**config.mk**
```make
export PLATFORM = sky130hd
export DESIGN_NAME = ahp_power_ctl
export DESIGN_NICKNAME = d
export VERILOG_FILES = /design/src/design/ahp_power_ctl.v /design/src/design/ahp_sync.v
export VERILOG_INCLUDE_DIRS = /design/src /design/src/pkg
export SDC_FILE = /design/constraint.sdc
export NUM_CORES = 1
export LEC_CHECK = 0
export BUFFER_PORTS_ARGS = -buffer_cell sky130_fd_sc_hd__buf_2
export CAP_MARGIN = 20
export CORE_ASPECT_RATIO = 1.75
export CORE_MARGIN = 2
export CORE_UTILIZATION = 60
export CTS_CLUSTER_SIZE = 8
export DETAILED_ROUTE_END_ITERATION = 8
export PLACE_DENSITY = 0.82
export SYNTH_ARGS = -nofsm -noshare
export SYNTH_HDL_FRONTEND = slang
export SYNTH_SLANG_ARGS = --single-unit
```
**constraint.sdc**
```tcl
create_clock -name i_clk -period 5.4 [get_ports i_clk]
set_input_delay 1.08 -clock i_clk [delete_from_list [all_inputs] [get_ports i_clk]]
set_output_delay 1.08 -clock i_clk [all_outputs]
set_load 0.02 [all_outputs]
```
**src/pkg/ahp_consts.vh**
```
// Constants for the host power control block: register offsets, fields and timing counts.
// Assumes a 50 MHz clock and a 32-bit AXI4-Lite register bus.
`ifndef AHP_CONSTS_VH
`define AHP_CONSTS_VH

// ==========================================
// Register offsets (byte addresses)
`define AHP_CTRL_OFF        4'h0
`define AHP_WIDTH_OFF       4'h4
`define AHP_STAT_OFF        4'h8
`define AHP_FAN_OFF         4'hc

// ==========================================
// Control register fields
`define AHP_CTRL_PON_EN     0
`define AHP_CTRL_POFF_EN    1
`define AHP_CTRL_RST_EN     2
`define AHP_CTRL_PWR_INV    3
`define AHP_CTRL_RST_INV    4
`define AHP_CTRL_BLANK_EN   5
`define AHP_CTRL_WDOG       6
`define AHP_CTRL_RESET      32'h0000_0000

// ==========================================
// Timing, in milliseconds and in clock cycles
`define AHP_CLK_HZ          50000000
`define AHP_TICK_CYC        (`AHP_CLK_HZ / 1000)
`define AHP_TICK_LAST       16'd49999
`define AHP_ON_HOLD_MS      16'd250
`define AHP_OFF_HOLD_MS     16'd4000
`define AHP_RST_HOLD_MS     16'd4000
`define AHP_RST_PULSE_MS    16'd1000
`define AHP_EXTRA_MS        16'd5000
`define AHP_WIDTH_RESET     16'd1000
`define AHP_FAN_RESET       32'h6464_6464

`endif

```
**src/design/ahp_power_ctl.v**
```verilog
// Host power and reset switch control driven from two held keys and the host supply sense.
// Assumes keys and sense are raw asynchronous pins; registers over AXI4-Lite.
`timescale 1ns/10ps
`include "ahp_consts.vh"

// Functional notes
// - Power pin stays undriven except during a power pulse, driven at chosen polarity.
// - Reset pin stays undriven except during a reset pulse or while the watchdog bit is set, chosen polarity.
// - Each of power-on, power-off, reset enabled separately; disabled never drives.
// - Host off: confirm held 0.25 s drives power pin for pulse width.
// - Host on: cancel held 4 s drives power pin at least pulse width.
// - Cancel still held after minimum: keep driving up to 5 s more.
// - Host on: confirm held 4 s drives reset pin for 1 s.
// - Right after a reset pulse the device reboots itself.
// - With blanking enabled the display is blanked while sense is low.
// - Fans keep their previous settings while the host is sensed off.
// - Reset pin also carries the watchdog output.
module ahp_power_ctl (
	input  wire        i_clk,
	input  wire        i_rst,
	input  wire        i_sense,
	input  wire        i_key_confirm,
	input  wire        i_key_cancel,
	input  wire [3:0]  s_axi_awaddr,
	input  wire        s_axi_awvalid,
	output wire        s_axi_awready,
	input  wire [31:0] s_axi_wdata,
	input  wire [3:0]  s_axi_wstrb,
	input  wire        s_axi_wvalid,
	output wire        s_axi_wready,
	output wire [1:0]  s_axi_bresp,
	output wire        s_axi_bvalid,
	input  wire        s_axi_bready,
	input  wire [3:0]  s_axi_araddr,
	input  wire        s_axi_arvalid,
	output wire        s_axi_arready,
	output wire [31:0] s_axi_rdata,
	output wire [1:0]  s_axi_rresp,
	output wire        s_axi_rvalid,
	input  wire        s_axi_rready,
	output wire        o_pwr_out,
	output wire        o_pwr_oe,
	output wire        o_rst_out,
	output wire        o_rst_oe,
	output wire        o_blank,
	output wire        o_self_reboot,
	output wire [31:0] o_fan_power
);
	// ==========================================
	// Input synchronisers
	wire sense_s;
	wire conf_s;
	wire canc_s;
	ahp_sync u_sense (.i_clk(i_clk), .i_rst(i_rst), .i_d(i_sense),       .o_q(sense_s));
	ahp_sync u_conf  (.i_clk(i_clk), .i_rst(i_rst), .i_d(i_key_confirm), .o_q(conf_s));
	ahp_sync u_canc  (.i_clk(i_clk), .i_rst(i_rst), .i_d(i_key_cancel),  .o_q(canc_s));

	// ==========================================
	// Millisecond tick
	localparam [15:0] TICK_LAST = `AHP_TICK_LAST;
	reg  [15:0] div_reg;
	wire        tick = (div_reg == TICK_LAST);
	always @(posedge i_clk) begin
		if (i_rst || tick) begin
			div_reg <= 16'h0000;
		end else begin
			div_reg <= div_reg + 16'h0001;
		end
	end

	// ==========================================
	// Registers
	reg [31:0] ctrl_reg;
	reg [15:0] width_reg;
	reg [31:0] fan_reg;
	reg        aw_got_reg;
	reg        w_got_reg;
	reg [3:0]  awaddr_reg;
	reg [31:0] wdata_reg;
	reg [3:0]  wstrb_reg;
	reg        bvalid_reg;
	reg [1:0]  bresp_reg;
	reg        rvalid_reg;
	reg [1:0]  rresp_reg;
	reg [31:0] rdata_reg;

	assign s_axi_awready = !aw_got_reg && !bvalid_reg;
	assign s_axi_wready  = !w_got_reg && !bvalid_reg;
	assign s_axi_bvalid  = bvalid_reg;
	assign s_axi_bresp   = bresp_reg;
	assign s_axi_arready = !rvalid_reg;
	assign s_axi_rvalid  = rvalid_reg;
	assign s_axi_rresp   = rresp_reg;
	assign s_axi_rdata   = rdata_reg;

	wire        aw_now = aw_got_reg | s_axi_awvalid;
	wire        w_now  = w_got_reg | s_axi_wvalid;
	wire [3:0]  wa     = aw_got_reg ? awaddr_reg : s_axi_awaddr;
	wire [31:0] wd     = w_got_reg ? wdata_reg : s_axi_wdata;
	wire [3:0]  ws     = w_got_reg ? wstrb_reg : s_axi_wstrb;
	wire        do_wr  = aw_now && w_now && !bvalid_reg;

	function [31:0] merge;
		input [31:0] old;
		input [31:0] nw;
		input [3:0]  st;
		integer k;
		begin
			merge = old;
			for (k = 0; k < 4; k = k + 1) begin
				if (st[k]) begin
					merge[k*8 +: 8] = nw[k*8 +: 8];
				end
			end
		end
	endfunction

	wire [31:0] width_m = merge({16'h0000, width_reg}, wd, ws);

	always @(posedge i_clk) begin
		if (i_rst) begin
			ctrl_reg   <= `AHP_CTRL_RESET;
			width_reg  <= `AHP_WIDTH_RESET;
			fan_reg    <= `AHP_FAN_RESET;
			aw_got_reg <= 1'b0;
			w_got_reg  <= 1'b0;
			awaddr_reg <= 4'h0;
			wdata_reg  <= 32'h0000_0000;
			wstrb_reg  <= 4'h0;
			bvalid_reg <= 1'b0;
			bresp_reg  <= 2'b00;
		end else begin
			if (s_axi_awvalid && s_axi_awready) begin
				aw_got_reg <= 1'b1;
				awaddr_reg <= s_axi_awaddr;
			end
			if (s_axi_wvalid && s_axi_wready) begin
				w_got_reg <= 1'b1;
				wdata_reg <= s_axi_wdata;
				wstrb_reg <= s_axi_wstrb;
			end
			if (do_wr) begin
				aw_got_reg <= 1'b0;
				w_got_reg  <= 1'b0;
				bvalid_reg <= 1'b1;
				bresp_reg  <= 2'b00;
				if (wa == `AHP_CTRL_OFF) begin
					ctrl_reg <= merge(ctrl_reg, wd, ws) & 32'h0000_007f;
				end else if (wa == `AHP_WIDTH_OFF) begin
					width_reg <= width_m[15:0];
				end else if (wa == `AHP_FAN_OFF) begin
					fan_reg <= merge(fan_reg, wd, ws);
				end else if (wa == `AHP_STAT_OFF) begin
					bresp_reg <= 2'b10;
				end else begin
					bresp_reg <= 2'b10;
				end
			end else if (bvalid_reg && s_axi_bready) begin
				bvalid_reg <= 1'b0;
			end
		end
	end

	// ==========================================
	// Key hold timers and pulse sequencer
	localparam [4:0] ST_IDLE  = 5'b00001;
	localparam [4:0] ST_PON   = 5'b00010;
	localparam [4:0] ST_POFF  = 5'b00100;
	localparam [4:0] ST_EXTRA = 5'b01000;
	localparam [4:0] ST_RST   = 5'b10000;
	localparam [15:0] ON_HOLD  = `AHP_ON_HOLD_MS;
	localparam [15:0] OFF_HOLD = `AHP_OFF_HOLD_MS;
	localparam [15:0] RST_HOLD = `AHP_RST_HOLD_MS;
	localparam [15:0] RST_LEN  = `AHP_RST_PULSE_MS;
	localparam [15:0] EXTRA    = `AHP_EXTRA_MS;

	reg [4:0]  state_reg;
	reg [15:0] conf_cnt_reg;
	reg [15:0] canc_cnt_reg;
	reg [15:0] pulse_cnt_reg;
	reg        reboot_reg;
	reg        wait_rel_reg;

	wire pon_en  = ctrl_reg[`AHP_CTRL_PON_EN];
	wire poff_en = ctrl_reg[`AHP_CTRL_POFF_EN];
	wire rst_en  = ctrl_reg[`AHP_CTRL_RST_EN];
	wire [15:0] conf_lim = sense_s ? RST_HOLD : ON_HOLD;

	always @(posedge i_clk) begin
		if (i_rst) begin
			state_reg     <= ST_IDLE;
			conf_cnt_reg  <= 16'h0000;
			canc_cnt_reg  <= 16'h0000;
			pulse_cnt_reg <= 16'h0000;
			reboot_reg    <= 1'b0;
			wait_rel_reg  <= 1'b0;
		end else begin
			reboot_reg <= 1'b0;
			case (state_reg)
				ST_IDLE: begin
					if (!conf_s && !canc_s) begin
						wait_rel_reg <= 1'b0;
					end
					// Counters restart on release or while waiting for release; the cancel counter also while sense is low.
					if (!conf_s || wait_rel_reg) begin
						conf_cnt_reg <= 16'h0000;
					end else if (tick) begin
						conf_cnt_reg <= conf_cnt_reg + 16'h0001;
					end
					if (!canc_s || !sense_s || wait_rel_reg) begin
						canc_cnt_reg <= 16'h0000;
					end else if (tick) begin
						canc_cnt_reg <= canc_cnt_reg + 16'h0001;
					end
					if (conf_s && !wait_rel_reg && conf_cnt_reg >= conf_lim) begin
						conf_cnt_reg  <= 16'h0000;
						pulse_cnt_reg <= 16'h0000;
						wait_rel_reg  <= 1'b1;
						if (!sense_s && pon_en) begin
							state_reg <= ST_PON;
						end else if (sense_s && rst_en) begin
							state_reg <= ST_RST;
						end
					end else if (canc_s && sense_s && !wait_rel_reg
					             && canc_cnt_reg >= OFF_HOLD) begin
						canc_cnt_reg  <= 16'h0000;
						pulse_cnt_reg <= 16'h0000;
						wait_rel_reg  <= 1'b1;
						if (poff_en) begin
							state_reg <= ST_POFF;
						end
					end
				end
				ST_PON: begin
					if (tick) begin
						pulse_cnt_reg <= pulse_cnt_reg + 16'h0001;
					end
					if (pulse_cnt_reg >= width_reg) begin
						state_reg <= ST_IDLE;
					end
				end
				ST_POFF: begin
					if (tick) begin
						pulse_cnt_reg <= pulse_cnt_reg + 16'h0001;
					end
					if (pulse_cnt_reg >= width_reg) begin
						pulse_cnt_reg <= 16'h0000;
						state_reg     <= canc_s ? ST_EXTRA : ST_IDLE;
					end
				end
				ST_EXTRA: begin
					if (tick) begin
						pulse_cnt_reg <= pulse_cnt_reg + 16'h0001;
					end
					if (!canc_s || pulse_cnt_reg >= EXTRA) begin
						state_reg <= ST_IDLE;
					end
				end
				ST_RST: begin
					if (tick) begin
						pulse_cnt_reg <= pulse_cnt_reg + 16'h0001;
					end
					if (pulse_cnt_reg >= RST_LEN) begin
						state_reg  <= ST_IDLE;
						reboot_reg <= 1'b1;
					end
				end
				default: begin
					state_reg <= ST_IDLE;
				end
			endcase
		end
	end

	// ==========================================
	// Pin drive and status outputs
	reg pwr_oe_reg;
	reg rst_oe_reg;
	reg blank_reg;
	reg pwr_out_reg;
	reg rst_out_reg;
	// Levels are registered beside their enables so a pin never glitches.
	always @(posedge i_clk) begin
		if (i_rst) begin
			pwr_oe_reg  <= 1'b0;
			rst_oe_reg  <= 1'b0;
			blank_reg   <= 1'b0;
			pwr_out_reg <= 1'b1;
			rst_out_reg <= 1'b1;
		end else begin
			pwr_out_reg <= !ctrl_reg[`AHP_CTRL_PWR_INV];
			rst_out_reg <= !ctrl_reg[`AHP_CTRL_RST_INV];
			pwr_oe_reg <= (state_reg == ST_PON && pon_en)
			            || ((state_reg == ST_POFF || state_reg == ST_EXTRA) && poff_en);
			rst_oe_reg <= (state_reg == ST_RST && rst_en)
			            || ctrl_reg[`AHP_CTRL_WDOG];
			blank_reg  <= ctrl_reg[`AHP_CTRL_BLANK_EN] && !sense_s;
		end
	end
	assign o_pwr_oe  = pwr_oe_reg;
	assign o_pwr_out = pwr_out_reg;
	assign o_rst_oe  = rst_oe_reg;
	assign o_rst_out = rst_out_reg;
	assign o_blank   = blank_reg;
	assign o_self_reboot = reboot_reg;
	assign o_fan_power   = fan_reg;

	// ==========================================
	// Read channel
	always @(posedge i_clk) begin
		if (i_rst) begin
			rvalid_reg <= 1'b0;
			rresp_reg  <= 2'b00;
			rdata_reg  <= 32'h0000_0000;
		end else if (s_axi_arvalid && !rvalid_reg) begin
			rvalid_reg <= 1'b1;
			rresp_reg  <= 2'b00;
			if (s_axi_araddr == `AHP_CTRL_OFF) begin
				rdata_reg <= ctrl_reg;
			end else if (s_axi_araddr == `AHP_WIDTH_OFF) begin
				rdata_reg <= {16'h0000, width_reg};
			end else if (s_axi_araddr == `AHP_STAT_OFF) begin
				rdata_reg <= {24'h000000, rst_oe_reg, pwr_oe_reg, blank_reg, state_reg};
			end else if (s_axi_araddr == `AHP_FAN_OFF) begin
				rdata_reg <= fan_reg;
			end else begin
				rdata_reg <= 32'h0000_0000;
				rresp_reg <= 2'b10;
			end
		end else if (rvalid_reg && s_axi_rready) begin
			rvalid_reg <= 1'b0;
		end
	end
endmodule // ahp_power_ctl

```
**src/design/ahp_sync.v**
```verilog
// Two-flop synchroniser for one asynchronous level.
// Assumes the input is a level from outside the clock domain.
`timescale 1ns/10ps
module ahp_sync (
	input  wire i_clk,
	input  wire i_rst,
	input  wire i_d,
	output wire o_q
);
	reg meta_reg;
	reg sync_reg;
	always @(posedge i_clk) begin
		if (i_rst) begin
			meta_reg <= 1'b0;
			sync_reg <= 1'b0;
		end else begin
			meta_reg <= i_d;
			sync_reg <= meta_reg;
		end
	end
	assign o_q = sync_reg;
endmodule // ahp_sync

```
==> results of run 1 <==
## cell usage in the layout, fill, tap and decap left out, drive strengths merged, types with 13 or more instances in the layout
cell / Yosys / routed
a211oi: 14 / 14
a21oi: 88 / 88
a22oi: 16 / 16
and3: 20 / 20
buf: 16 / 140
clkbuf: 48 / 35
dfxtp: 215 / 215
ha: 30 / 30
inv: 37 / 37
mux2: 24 / 24
mux2i: 61 / 61
nand2: 150 / 150
nand3: 35 / 35
nand4: 21 / 21
nor2: 159 / 159
nor2b: 13 / 13
nor3: 24 / 24
o211ai: 23 / 23
o21ai: 35 / 35
xor2: 19 / 19
## through the flow
stage               hold slack [ns]  setup slack, ns  std cells
finish                        0.408             2.27       1506
global route                  0.423             2.04       1506
CTS                           0.415             1.96       1502
detailed placement            0.396             1.55       1470
global placement              0.409             1.65       1470
floorplan                     0.371             2.74       1171
## layout make-up
type	count	area, µm²
Inverter	37	139
Fill cell	1308	4800
Timing Repair Buffer	143	743
Multi-Input combinational cell	855	5330
Sequential cell	215	4310
Tap cell	224	280
Clock buffer	32	779
## power by group
group / internal [µW] / leakage, µW / switching, µW / total (µW)
Sequential: 1630 / 0.00174 / 27.9 / 1660
Combinational: 107 / 0.00267 / 186 / 293
Clock: 993 / 0.000383 / 628 / 1620
Total: 2730 / 0.00480 / 842 / 3570
## layer usage
metal  vias to the layer above  wire length (µm)  GRT usage (%)  part of all wire [%]
met5                         -                 5              0                 0.019
met4                         2              1020           13.1                   3.9
met3                        72              1480           4.64                   5.6
met2                       316             13900           54.3                    53
met1                      4275              9870           32.4                    38
li1                       4336                 -              -                     -
## cell families after synthesis
group | synth area share, %
muxes | 8.78
other | 0.0374
AOI/OAI and AO/OA | 16.0
adders and majority gates | 3.74
DFF | 42.9
xor gates and xnor gates | 2.62
buffers and inverters | 4.08
and+or+nand+nor | 21.8
## how the worst max path moves through the flow
stage / depth (start not counted) / slack [ns] / from / to
floorplan: 7 / 2.74 / s_axi_awvalid / o_fan_power[11]
detailed placement: 7 / 1.55 / s_axi_awvalid / o_fan_power[7]
global placement: 7 / 1.65 / s_axi_awvalid / o_fan_power[7]
finish: 8 / 2.27 / u_sense.o_q / pulse_cnt_reg[14]
global route: 8 / 2.04 / u_sense.o_q / pulse_cnt_reg[14]
CTS: 7 / 1.96 / w_got_reg / o_fan_power[27]
==> flow_summary.toml, run 1 <==
[yosys]
synthArstFlopShare_pct = 0
synth_area_leader_cell = "dfxtp_1"
synth_cells = 1170
ys.warnings.count = 0
synth_cell_types = 74
synth-seq-cells = 215
netlist_area_um2 = 10000
synth_area_leaders = "dfxtp_1 (43%), mux2i_1 (6.1%), nor2_1 (5.9%)"
synth_area_per_cell_um2 = 8.57
synth_edf_count = 0
synth_flop_cell = "dfxtp_1"
yosysSeqAreaShare_pct = 42.9
synth_top_area_share_pct = 42.9
synth.most_common_cell = "dfxtp_1"
yosys-top-cells-count = "dfxtp_1 (215), nor2_1 (158), nand2_1 (149)"

[sta]
post-route-period-util_pct = 58.0
setup_tns_ns = 0
fmax_mhz = 319
clock_skew_ns = 0.0140
fin_crit_ns = 3.13
worst_pin_slew_ns = 1.02
finalMaxSlewViolations = 0
setup_viol = 0
hold_violations = 0
rsz0062_at_grt = "false"
maxSlewHeadroom_pct = 31.3

[route]
via_per_inst = 5.98
drc = 0
drt_pre_antenna_iters = 5
ant_nets = 0
drt_iter0_markers = 374
vias = 9001
wl_per_cell_um = 17.5
wl_um = 26300

[worst_setup_path]
cp_max_fo = 13
crit_path_start_kind = "flop"
endpoint_kind = "flop"
path_cells = "inv_1, ha_1, a211oi_1, nor2_1, o21a_1, o31ai_2, nand2_1, a311oi_2"
rrSetupSlack_ns = 2.27
path_class = "reg -> reg"
cp_slowest_cell = "o31ai_2"
rr_worst_depth = 8
cp.arrival_ns = 3.57
critPathBufInv = 1
critPathRequiredTime_ns = 5.84
cp_slowest_stage_delay_ns = 0.89
worstReg2RegStart = "u_sense.o_q"
rr_endpoint = "pulse_cnt_reg[14]"
cp_top_family = "compound AO/OA/AOI/OAI gates"

[cts]
ctsHoldBuffers = 0
htree_levels = 1
path_clk_slew_ns = 0.05
insertion_delay_ns = 0.53
clockRootBuffer = "clkbuf_16"
numClockSinks = 215
clockBufferDepth = 3
post-cts-setup-buffers = 0
cts_tree = "done"
post_cts_resized = 0
cts_buffers = 30

[placement]
globalplace.congestion = 0.938
place_area_um2 = 10800
hpwl_um = 18400
portBuffers = 130

[cells_and_area]
utilization_pct = 70.7
drive_gt1_share_pct = 17.9
final_nets = 1366
area_growth_syn_to_layout_pct = 15.4
final_area_um2 = 11600
antennaDiodeCount = 0

[global_routing]
grt_first_pass_wirelength_um = 43100
overflow = 0
grt_pass1_vias = 9140
grtUsageTotal_pct = 29.6
grt_max_degree = 74
grt_antenna_before_repair = 1

[floorplan]
initial_core_util_pct = 61.3
rows = 62
pin_count = 133
die_h_um = 175
core_um2 = 16400
dieArea_um2 = 17800
dieWidth_um = 102

[worst_hold_path]
hold_depth = 1
min_to = "o_rst_out"
holdCritStartpoint = "ctrl_reg[4]"
worstHoldPathType = "reg -> reg"

[run_status]
run_status = "finished, final reports clean"

[power_and_ir_drop]
worst_ir_drop_vdd_v = 0.000378
leakage_uw = 0.00480
powerDensity_nw_per_um2 = 309
p_total_uw = 3570

[flow_run]
drv_cap = 0
Note: power is estimated with default switching activity, not from simulation.
==> inputs of run 2 (changes only) <==
--- a/config.mk
+++ b/config.mk
@@ -10,10 +10,10 @@
 export CAP_MARGIN = 20
 export CORE_ASPECT_RATIO = 1.75
 export CORE_MARGIN = 2
-export CORE_UTILIZATION = 60
+export CORE_UTILIZATION = 58
 export CTS_CLUSTER_SIZE = 8
 export DETAILED_ROUTE_END_ITERATION = 8
-export PLACE_DENSITY = 0.82
+export PLACE_DENSITY = 0.79
 export SYNTH_ARGS = -nofsm -noshare
 export SYNTH_HDL_FRONTEND = slang
 export SYNTH_SLANG_ARGS = --single-unit
==> constraint.sdc (replaced) <==
create_clock -name i_clk -period 3.3 [get_ports i_clk]
set_input_delay 0.66 -clock i_clk [delete_from_list [all_inputs] [get_ports i_clk]]
set_output_delay 0.66 -clock i_clk [all_outputs]
set_load 0.02 [all_outputs]
==> run 2 against run 1 <==
Effect of this change:
- utilization is 2.0 points lower
- total power increased by 63%
- setup slack worse by 1.8 ns
- global-route usage shrank 1.0 points
- register-to-register slack got worse by 1.8 ns
- via count fell by 0.97%
- maximum frequency up 9.0%
- clock skew increased by 0.018 ns
- sequential power rose by 64%
- count of clock-buffer cells in the layout down 1
- clock power is 62% higher
- sequential cell count unchanged
- critical path type unchanged
==> flow_summary.toml, run 2 (same netlist as run 1, synthesis figures left out) <==
[run_status]
run_status = "finished, final reports clean"

[sta]
rsz0062_at_grt = "false"
hold_violations = 0
clock_skew_ns = 0.0316
finalMaxSlewViolations = 0
maxSlewHeadroom_pct = 47.4
post-route-period-util_pct = 87.1
fmax_mhz = 348
setup_viol = 0
fin_crit_ns = 2.87
worst_pin_slew_ns = 0.790
setup_tns_ns = 0

[worst_hold_path]
hold_depth = 2
holdCritStartpoint = "s_axi_rready"
min_to = "s_axi_rvalid"
worstHoldPathType = "in -> reg"

[floorplan]
pin_count = 133
initial_core_util_pct = 59.2
core_um2 = 16900
dieArea_um2 = 18400
rows = 63
dieWidth_um = 103
die_h_um = 178

[placement]
portBuffers = 130
globalplace.congestion = 0.887
hpwl_um = 18800

[cts]
post-cts-setup-buffers = 0
ctsHoldBuffers = 0
clockBufferDepth = 3
cts_tree = "done"
post_cts_resized = 0
clockRootBuffer = "clkbuf_16"
path_clk_slew_ns = 0.05
cts_buffers = 30
htree_levels = 1
insertion_delay_ns = 0.55
numClockSinks = 215

[global_routing]
grt_pass1_vias = 8808
grt_first_pass_wirelength_um = 42200
gr-usage-met3_pct = 6.03
grtUsageTotal_pct = 28.6
busiest_layer = "met2"
grt_max_degree = 75
use_met1_pct = 30.3
grt_antenna_before_repair = 0
grt_util_met2_pct = 53.0
overflow = 0

[route]
drt_pre_antenna_iters = 5
drt_iter0_markers = 336
vias = 8914
wl_per_cell_um = 17.4
drc = 0
via_per_inst = 5.87
wl_um = 26300
ant_nets = 0

[worst_setup_path]
critPathRequiredTime_ns = 3.74
path_class = "reg -> reg"
cp_top_family = "compound AO/OA/AOI/OAI gates"
cp_slowest_cell = "a221o_2"
critPathBufInv = 1
path_cells = "inv_1, ha_1, a211oi_1, nor2_1, o21ai_0, nand3_1, a221o_2, a311oi_2"
rr_worst_depth = 8
endpoint_kind = "flop"
rrSetupSlack_ns = 0.43
worstReg2RegStart = "u_sense.o_q"
cp.arrival_ns = 3.31
cp_slowest_stage_delay_ns = 0.60
rr_endpoint = "pulse_cnt_reg[14]"
crit_path_start_kind = "flop"
cp_max_fo = 16

[power_and_ir_drop]
worst_ir_drop_vdd_v = 0.000572
combPwrFrac_pct = 8.3
leakage_uw = 0.00485
switching_share_pct = 23.9
power.share.clock_pct = 45.1
seqPwrFrac_pct = 46.6
cell_internal_pwr_uw = 4430
powerDensity_nw_per_um2 = 501
switching_power_uw = 1390

[flow_run]
drv_cap = 0

[cells_and_area]
final_cell_mix = "dfxtp_1 (214), nor2_1 (158), nand2_1 (149)"
final_nets = 1375
antennaDiodeCount = 0
utilization_pct = 68.7
final_common_cell = "dfxtp_1"
fill_cells = 1377
area_growth_syn_to_layout_pct = 16.0
drive_gt1_share_pct = 18.4
[run 2: cell types whose count changed in the layout (fill, tap and decap cells not counted), sizes merged]
cell	delta
buf	+11
clkbuf	-3
clkinv	+1
[run 2: cell type report]
| type | count | area [µm²] | area share, % |
|---|---|---|---|
| Tap cell | 227 | 284 | 2.44 |
| Sequential cell | 215 | 4310 | 37.0 |
| Timing Repair Buffer | 152 | 816 | 7.01 |
| Clock buffer | 31 | 754 | 6.48 |
| Inverter | 37 | 139 | 1.19 |
| Multi-Input combinational cell | 855 | 5320 | 45.7 |
| Clock inverter | 1 | 16.3 | 0.140 |
[run 2: worst reg2reg max path, stage by stage (launching register included)]
cell and delay [ns]:
dfxtp_1 0.45, inv_1 0.20, ha_1 0.37, a211oi_1 0.29, nor2_1 0.12, o21ai_0 0.30, nand3_1 0.16, a221o_2 0.60
a311oi_2 0.29
[run 2: power groups by stage]
stage / Combinational [µW] / Clock [µW] / Sequential, µW
2_1_floorplan: 317 / 0 / 2770
3_3_place_gp: 469 / 0 / 2760
5_1_grt: 527 / 2750 / 2720
6_report: 481 / 2630 / 2720
3_5_place_dp: 477 / 0 / 2770
4_1_cts: 481 / 2650 / 2720
[run 2: worst max-delay path by stage]
| stage | from | end | slack [ns] | depth (start not counted) |
|---|---|---|---|---|
| floorplan | pulse_cnt_reg[0] | pulse_cnt_reg[3] | 0.80 | 9 |
| global placement | pulse_cnt_reg[0] | pulse_cnt_reg[14] | 0.55 | 8 |
| detailed placement | u_sense.o_q | pulse_cnt_reg[14] | 0.50 | 8 |
| CTS | u_sense.o_q | pulse_cnt_reg[14] | 0.46 | 8 |
| global route | u_sense.o_q | pulse_cnt_reg[14] | 0.20 | 8 |
| finish | u_sense.o_q | pulse_cnt_reg[14] | 0.43 | 8 |
[run 2: per-stage QoR]
step / setup WS [ns] / power [µW] / cells / instance area, µm² / hold slack, ns
final: 0.427 / 5820 / 1518 / 11600 / 0.295
after floorplan: 0.797 / 3090 / 1171 / 10000 / 0.371
after global routing: 0.204 / 6000 / 1518 / 11600 / 0.300
after CTS: 0.455 / 5850 / 1517 / 11600 / 0.281
after detailed placement: 0.501 / 3240 / 1485 / 10900 / 0.394
after global placement: 0.550 / 3230 / 1485 / 10900 / 0.390
[run 2: metal layers]
metal | up-vias | wire [µm]
li1 | 4368 | -
met1 | 4184 | 9720
met2 | 286 | 14100
met3 | 76 | 1590
met4 | 0 | 900
met5 | - | 0
